[config.mk]
export PLATFORM = sky130hd
export DESIGN_NAME = fapd_core
export DESIGN_NICKNAME = d
export VERILOG_FILES = /design/src/fapd_pkg.sv /design/src/fapd_range.sv /design/src/fapd_core.sv
export SDC_FILE = /design/constraint.sdc
export NUM_CORES = 1
export LEC_CHECK = 0
export ABC_AREA = 1
export BUFFER_PORTS_ARGS = -buffer_cell sky130_fd_sc_hd__buf_2
export CAP_MARGIN = 20
export CORE_AREA = 3 3 101 79
export DETAILED_ROUTE_END_ITERATION = 8
export DIE_AREA = 0 0 104 82
export PLACE_DENSITY_LB_ADDON = 0.1
export SLEW_MARGIN = 30
export SYNTH_ARGS = -nofsm -noshare
export SYNTH_HDL_FRONTEND = slang
export SYNTH_HIERARCHICAL = 1
export SYNTH_SLANG_ARGS = --single-unit
[constraint.sdc]
create_clock -name core_clk -period 3 [get_ports core_clk]
set_input_delay 0 -clock core_clk [delete_from_list [all_inputs] [get_ports core_clk]]
set_output_delay 0 -clock core_clk [all_outputs]
set_load 0.01 [all_outputs]
[src/fapd_pkg.sv]
// Package for the flash array protection decoder: status bit positions,
// opcodes, array geometry and carrier structs.
// Assumes a 24-bit byte address array of 16MB.
package fapd_pkg;
  localparam int ADDR_W = 24;
  // Status byte two bit positions, relative to the byte (S8..S15)
  localparam int SR2_QE_POS = 1;
  localparam int SR2_CMP_POS = 6;
  localparam int SR2_SUS_POS = 7;
  localparam int SR2_RSV_LO = 2;
  localparam int SR2_RSV_HI = 5;
  // Status byte one bit positions
  localparam int SR1_BP_LO = 2;
  localparam int SR1_TB_POS = 5;
  localparam int SR1_SEC_POS = 6;
  // Reset values of the non-volatile image
  localparam logic [7:0] SR2_RESET = 8'h00;
  localparam logic [2:0] LEVEL_RESET = 3'h0;
  // Opcodes
  localparam logic [7:0] OP_SUSPEND = 8'h75;
  localparam logic [7:0] OP_RESUME = 8'h7A;
  // Region sizes as address-bit shifts
  localparam int BLOCK_SHIFT = 18;
  localparam int SECTOR_SHIFT = 12;
  localparam logic [ADDR_W-1:0] ADDR_TOP = 24'hFFFFFF;

  typedef struct packed {
    logic protection_complement;
    logic quad_io_enable;
    logic suspend_flag;
    logic sector_granularity;
    logic bottom_select;
    logic [2:0] protect_level;
  } fapd_status_type;

  typedef struct packed {
    logic valid;
    logic [ADDR_W-1:0] first;
    logic [ADDR_W-1:0] last;
  } fapd_span_type;
endpackage : fapd_pkg

[src/fapd_range.sv]
// Combinational decoder: protection fields to a protected address range.
// Assumes fields come straight from the held status image.
`timescale 1ns/1ps
module fapd_range
  import fapd_pkg::*;
(
  input wire fapd_status_type stat, // Current protection fields
  output logic protAny, // Some part is protected
  output logic [ADDR_W-1:0] protLo, // First protected address
  output logic [ADDR_W-1:0] protHi // Last protected address
);
  logic [ADDR_W-1:0] size;
  logic [ADDR_W-1:0] baseLo;
  logic [ADDR_W-1:0] baseHi;
  logic baseAny;
  logic baseAll;
  always_comb begin
    size = '0;
    baseAll = (stat.protect_level == 3'h7);
    baseAny = (stat.protect_level != 3'h0);
    if (stat.sector_granularity) begin
      if (stat.protect_level[2]) begin
        size = ADDR_W'(1) << (SECTOR_SHIFT + 3);
      end else begin
        size = ADDR_W'(1) << (SECTOR_SHIFT - 1 + int'(stat.protect_level[1:0]));
      end
    end else begin
      size = ADDR_W'(1) << (BLOCK_SHIFT - 1 + int'(stat.protect_level));
    end
    if (stat.bottom_select) begin
      baseLo = '0;
      baseHi = size - ADDR_W'(1);
    end else begin
      baseLo = ADDR_TOP - size + ADDR_W'(1);
      baseHi = ADDR_TOP;
    end
    if (baseAll) begin
      baseLo = '0;
      baseHi = ADDR_TOP;
    end
    protAny = baseAny;
    protLo = baseLo;
    protHi = baseHi;
    if (stat.protection_complement) begin
      protAny = !baseAll;
      if (!baseAny) begin
        protLo = '0;
        protHi = ADDR_TOP;
      end else if (stat.bottom_select) begin
        protLo = baseHi + ADDR_W'(1);
        protHi = ADDR_TOP;
      end else begin
        protLo = '0;
        protHi = baseLo - ADDR_W'(1);
      end
    end
  end
endmodule : fapd_range

[src/fapd_core.sv]
// Status byte two and array protection gate of the serial flash.
// Assumes the command decoder presents whole, decoded commands in core_clk.
`timescale 1ns/1ps
module fapd_core
  import fapd_pkg::*;
(
  input wire logic core_clk, // 250 MHz clock
  input wire logic nrst, // Async reset, power cycle
  input wire logic statusWrite, // Pulse: write both status bytes
  input wire logic [7:0] statusOneIn, // Byte one write data
  input wire logic [7:0] statusTwoIn, // Byte two write data
  input wire logic opValid, // Pulse: command opcode executed
  input wire logic [7:0] opCode, // Opcode of that command
  input wire fapd_span_type cmdSpan, // Erase/program address span
  input wire logic wpPin, // Write-protect pin, active low
  input wire logic pausePin, // Pause pin, active low
  output logic [7:0] statusOneOut, // Protection fields of byte one
  output logic [7:0] status_byte_two, // Byte two readback
  output logic cmdAccept, // Span allowed, pulse
  output logic cmdReject, // Span refused, pulse
  output logic wpActiveN, // Write protect asserted, active low
  output logic pauseActiveN, // Pause asserted, active low
  output logic quadLines // Pins serve as data lines 3 and 4
);
  typedef struct packed {
    fapd_status_type stat;
    logic accept;
    logic reject;
    logic [1:0] wpSync;
    logic [1:0] pauseSync;
  } fapd_state_type;

  fapd_state_type st;
  fapd_state_type next_st;
  logic protAny;
  logic [ADDR_W-1:0] protLo;
  logic [ADDR_W-1:0] protHi;
  logic overlap;

  fapd_range uRange (
    .stat(st.stat),
    .protAny(protAny),
    .protLo(protLo),
    .protHi(protHi)
  );

  // Overlap if spans intersect at all
  assign overlap = protAny && !(cmdSpan.last < protLo || cmdSpan.first > protHi);

  always_comb begin
    next_st = st;
    next_st.accept = 1'b0;
    next_st.reject = 1'b0;
    next_st.wpSync = {st.wpSync[0], wpPin};
    next_st.pauseSync = {st.pauseSync[0], pausePin};
    if (statusWrite) begin
      next_st.stat.protection_complement = statusTwoIn[SR2_CMP_POS];
      next_st.stat.quad_io_enable = statusTwoIn[SR2_QE_POS];
      next_st.stat.bottom_select = statusOneIn[SR1_TB_POS];
      next_st.stat.sector_granularity = statusOneIn[SR1_SEC_POS];
      next_st.stat.protect_level = statusOneIn[SR1_BP_LO +: 3];
    end
    // Resume clears; suspend sets and is checked last so it wins
    if (opValid && opCode == OP_RESUME) begin
      next_st.stat.suspend_flag = 1'b0;
    end
    if (opValid && opCode == OP_SUSPEND) begin
      next_st.stat.suspend_flag = 1'b1;
    end
    if (cmdSpan.valid) begin
      next_st.accept = !overlap;
      next_st.reject = overlap;
    end
  end

  always_ff @(posedge core_clk or negedge nrst) begin
    if (!nrst) begin
      st <= '0;
      st.stat.protect_level <= LEVEL_RESET;
      st.wpSync <= 2'h3;
      st.pauseSync <= 2'h3;
    end else begin
      st <= next_st;
    end
  end

  always_comb begin
    status_byte_two = SR2_RESET;
    status_byte_two[SR2_CMP_POS] = st.stat.protection_complement;
    status_byte_two[SR2_QE_POS] = st.stat.quad_io_enable;
    status_byte_two[SR2_SUS_POS] = st.stat.suspend_flag;
    statusOneOut = 8'h00;
    statusOneOut[SR1_SEC_POS] = st.stat.sector_granularity;
    statusOneOut[SR1_TB_POS] = st.stat.bottom_select;
    statusOneOut[SR1_BP_LO +: 3] = st.stat.protect_level;
  end

  assign cmdAccept = st.accept;
  assign cmdReject = st.reject;
  // Pin functions only while quad lines are off
  assign quadLines = st.stat.quad_io_enable;
  assign wpActiveN = st.stat.quad_io_enable | st.wpSync[1];
  assign pauseActiveN = st.stat.quad_io_enable | st.pauseSync[1];

  a_suspend_set: assert property (@(posedge core_clk) disable iff (!nrst)
    opValid && opCode == OP_SUSPEND |=> status_byte_two[SR2_SUS_POS])
    else $error("suspend flag not set");
  a_resume_clear: assert property (@(posedge core_clk) disable iff (!nrst)
    opValid && opCode == OP_RESUME |=> !status_byte_two[SR2_SUS_POS])
    else $error("suspend flag not cleared");
  a_reserved_zero: assert property (@(posedge core_clk) disable iff (!nrst)
    status_byte_two[SR2_RSV_HI:SR2_RSV_LO] == 4'h0)
    else $error("reserved bits nonzero");
  a_cmp_write: assert property (@(posedge core_clk) disable iff (!nrst)
    statusWrite |=> status_byte_two[SR2_CMP_POS] == $past(statusTwoIn[SR2_CMP_POS]))
    else $error("complement bit not stored");
  a_level_write: assert property (@(posedge core_clk) disable iff (!nrst)
    statusWrite |=> statusOneOut[SR1_BP_LO +: 3] == $past(statusOneIn[SR1_BP_LO +: 3]))
    else $error("protect level not stored");
  a_reject_hit: assert property (@(posedge core_clk) disable iff (!nrst)
    cmdSpan.valid && overlap |=> cmdReject && !cmdAccept)
    else $error("protected span accepted");
  a_accept_clear: assert property (@(posedge core_clk) disable iff (!nrst)
    cmdSpan.valid && !protAny |=> cmdAccept)
    else $error("unprotected span refused");
  a_quad_pins: assert property (@(posedge core_clk) disable iff (!nrst)
    quadLines |-> wpActiveN && pauseActiveN)
    else $error("pin function active in quad mode");
  a_all_level: assert property (@(posedge core_clk) disable iff (!nrst)
    statusOneOut[SR1_BP_LO +: 3] == 3'h7 && !status_byte_two[SR2_CMP_POS]
    |-> protLo == 24'h000000 && protHi == ADDR_TOP)
    else $error("level seven not whole array");
  // Complement, 4KB sectors, top end, level 10X; quad and suspend bits are don't care
  a_cmp_sector: assert property (@(posedge core_clk) disable iff (!nrst)
    st.stat.protection_complement && st.stat.sector_granularity && !st.stat.bottom_select
    && st.stat.protect_level[2:1] == 2'b10
    |-> protAny && protLo == 24'h000000 && protHi == 24'hFF7FFF)
    else $error("complement sector range wrong");

  c_reject: cover property (@(posedge core_clk) disable iff (!nrst) cmdReject);
  c_accept: cover property (@(posedge core_clk) disable iff (!nrst) cmdAccept);
  c_suspend: cover property (@(posedge core_clk) disable iff (!nrst)
    status_byte_two[SR2_SUS_POS]);
  c_quad: cover property (@(posedge core_clk) disable iff (!nrst) quadLines);
endmodule : fapd_core

==> key figures <==
Outcome
  – Status: finished with violations
  – Failing checks: setup timing

Placement
  – Dpl hpwl: 8153 µm
  – Port bufs: 82
  – Gpl congestion: 0.9413

STA
  – Fmax: 324.6 MHz
  – Tcrit/Tclk final: 102.7%
  – Slew Viols, Final: 0
  – RSZ-0062 raised after global routing: yes
  – Hold Slack: 0.03875 ns
  – Minimum clock period after layout: 3.080 ns
  – Final Setup Violations: 2
  – Setup Skew: 0.007758 ns
  – Final setup margin: -0.08049 ns
  – Hold Violations, Final: 0

Detailed routing
  – Final WL: 9758 µm
  – Pre-Repair DR Iteration Count: 6
  – DRC: 0
  – Vias: 3804
  – DRT iter0 DRCs: 312
  – Routed wire per std cell: 12.32 µm
  – Routed Antenna Nets: 0
  – DR vias/cell: 4.803

Floorplan
  – Floorplan Core Area: 7162 µm²
  – Die area: 8528 µm²
  – Rows: 27
  – Initial core utilization: 47.75%
  – Die Height: 82 µm
  – I/O Pins: 100
  – Die width: 104 µm

Synthesis
  – Syn avg cell area: 6.085 µm²
  – Post-synth top cells: nand2_1 (128), inv_1 (102), ha_1 (51), nor2_1 (48), nand3_1 (35)
  – Compound-Gate Fraction of Synth Area: 12.22%
  – Seq cells post-synth: 14
  – Ranking of synthesized cells by area: ha_1 (19%), nand2_1 (14%), inv_1 (11%), buf_4 (7.5%), dfrtp_1 (7.3%)
  – Synthesized-area fraction occupied by and/or/nand/nor cells: 34.80%
  – Sequential share of the synthesized area: 10.39%
  – Largest area contributor in the netlist: ha_1
  – Post-synth EDFFs: 0
  – Leading register cell type out of synthesis: dfrtp_1
  – Mux cell area share after synthesis: 2.305%
  – Main combinational cell family by area after synthesis: simple AND/OR/NAND/NOR gates
  – Post-synthesis cell count: 562
  – Warnings, synthesis: 6
  – Yosys cell types: 41
  – Adder-Cell Fraction of Synth Area: 18.66%
  – Most frequent cell after synthesis: nand2_1
  – Post-synthesis xor/xnor area fraction: 0.2561%
  – Post-Syn Area: 3420 µm²
  – Synth async-reset ratio: 100.0%
  – Yosys top cell area share: 18.66%

Power and ir drop
  – Power Density: 325.5 nW/µm²
  – Overall power: 1.444 mW
  – Leak: 2.606 nW
  – VDD IR max: 325.1 µV

Flow run
  – Maxcap violations: 0

Critical path
  – CP Max Fanout: 5
  – Max incr delay on CP: 0.41 ns
  – CP Launch Type: flip-flop
  – CP Capture Type: flip-flop
  – Setup CP Type: reg2reg
  – Slowest-stage cell, CP: dfrtp_1
  – Critical Path RT: 3.18 ns
  – Critical Path AT: 3.26 ns

GRT
  – Largest net degree at the start of global routing: 23
  – Total congestion overflow: 0
  – First-pass GRT wire length: 16440 µm
  – Vias in the first global route: 3589
  – Initial antenna violation count: 0
  – Overall Global Routing Usage: 23.39%

Worst hold path
  – Worst min-delay path class: in2reg

Clock tree
  – CTS Root Cell: clkbuf_8
  – Num CTS Buffers: 3
  – CTS max path bufs: 2
  – Sink Count: 14
  – Worst skew pair latency: 0.25 ns
  – H-Tree Depth: 1
  – CTS clk-pin slew, worst paths: 0.06 ns
  – CTS tree: yes

Layout
  – Share of layout cells above drive strength 1: 32.13%
  – Area grow syn2layout: 29.75%
  – Diode count: 0
  – Nets@finish: 822
==> cells by family (layout without fill, tap and decap cells) <==
logic type	after synthesis	after routing
compound gates	73	73
xor+xnor	1	1
fa+ha+maj	51	51
buf+inv	157	259
flops	14	14
mux	7	7
other cells	3	30
simple gates	256	256
==> cell type report <==
type / count / area [µm²]
sequential: 14 / 355.3
inverter: 117 / 446.7
fill: 724 / 2725
multi-input combinational: 418 / 2579
clock buffer: 4 / 55.05
tap: 101 / 126.4
timing repair buffer: 138 / 874.6
==> per-stage QoR <==
stage,setup TNS (ns),setup WS [ns],instance area [µm²],instances,util [%]
3_3_place_gp,-0.2060,-0.1340,4100,775,57.25
6_report,-0.1032,-0.08049,4437,792,61.95
3_5_place_dp,-0.3170,-0.1940,4100,775,57.25
5_1_grt,-0.5349,-0.3017,4437,792,61.95
2_1_floorplan,0,0.08899,3521,589,-
4_1_cts,-0.2416,-0.1379,4314,791,60.24
==> per-layer routing <==
layer / part of all wire, % / routed length (µm) / track usage (%) / up-vias
met4: 0.57 / 56 / 3.187 / 0
met5: 0 / 0 / 0 / -
met1: 45 / 4374 / 31.05 / 1687
met2: 46 / 4500 / 41.12 / 142
met3: 8.5 / 826 / 4.085 / 6
li1: - / - / - / 1969
==> final timing paths <==
path,depth (start not counted),end,slack [ns],startpoint
worst max-delay path,25,cmdAccept,-0.08,statusOneOut[2]
worst min-delay path,3,status_byte_two[7],0.04,opValid
worst max register to register,25,cmdAccept,-0.08,statusOneOut[2]
worst min register to register,0,st[3],0.36,next_st[3]
max in group asynchronous,2,next_st[1],2.51,nrst
min in group asynchronous,2,quadLines,0.18,nrst
==> flip-flops by register name (all words and copies together), names as in the netlist <==
| register | flops |
|---|---|
| st | 2 |
| statusOneOut | 5 |
| status_byte_two | 2 |
| quadLines | 1 |
| cmdAccept | 1 |
| cmdReject | 1 |
| next_st | 2 |
==> layout by cell type, fill, tap and decap left out, drive strengths merged, types with 5 or more instances in the layout <==
cell type and instances:
o21ai 24, buf 127, nor2 60, nand2 139, conb 30, o22ai 5, a21oi 33, dlygate4sd3 11
nor3 7, dfrtp 10, inv 116, nand3 39, nand4 5, ha 51, mux2 7, or2 6
==> repair_timing <==
action | CTS | global route
setup buffers | 1 | 1
hold buffers | 11 | 0
setup endpoints to repair | 2 | 2
resized for setup | 10 | 33
endpoints found under the hold margin | 25 | 0
pin swaps | 16 | 19
gates cloned | 0 | 0
==> critical path, delay by kind of cell, from the launching register on <==
kind	cells	cell delay, ns
AND/OR/NAND/NOR	16	1.49
flip-flops	1	0.41
adder cells (fa/ha/maj)	2	0.55
buffers and inverters	5	0.29
AO/OA/AOI/OAI	2	0.26
==> where the power goes <==
| group | switching (mW) | leakage [nW] | internal [mW] |
|---|---|---|---|
| Clock | 0.0699 | 0.0288 | 0.116 |
| Sequential | 0.0158 | 0.159 | 0.209 |
| Combinational | 0.601 | 2.42 | 0.432 |
Power figures use the tool's default switching activity.
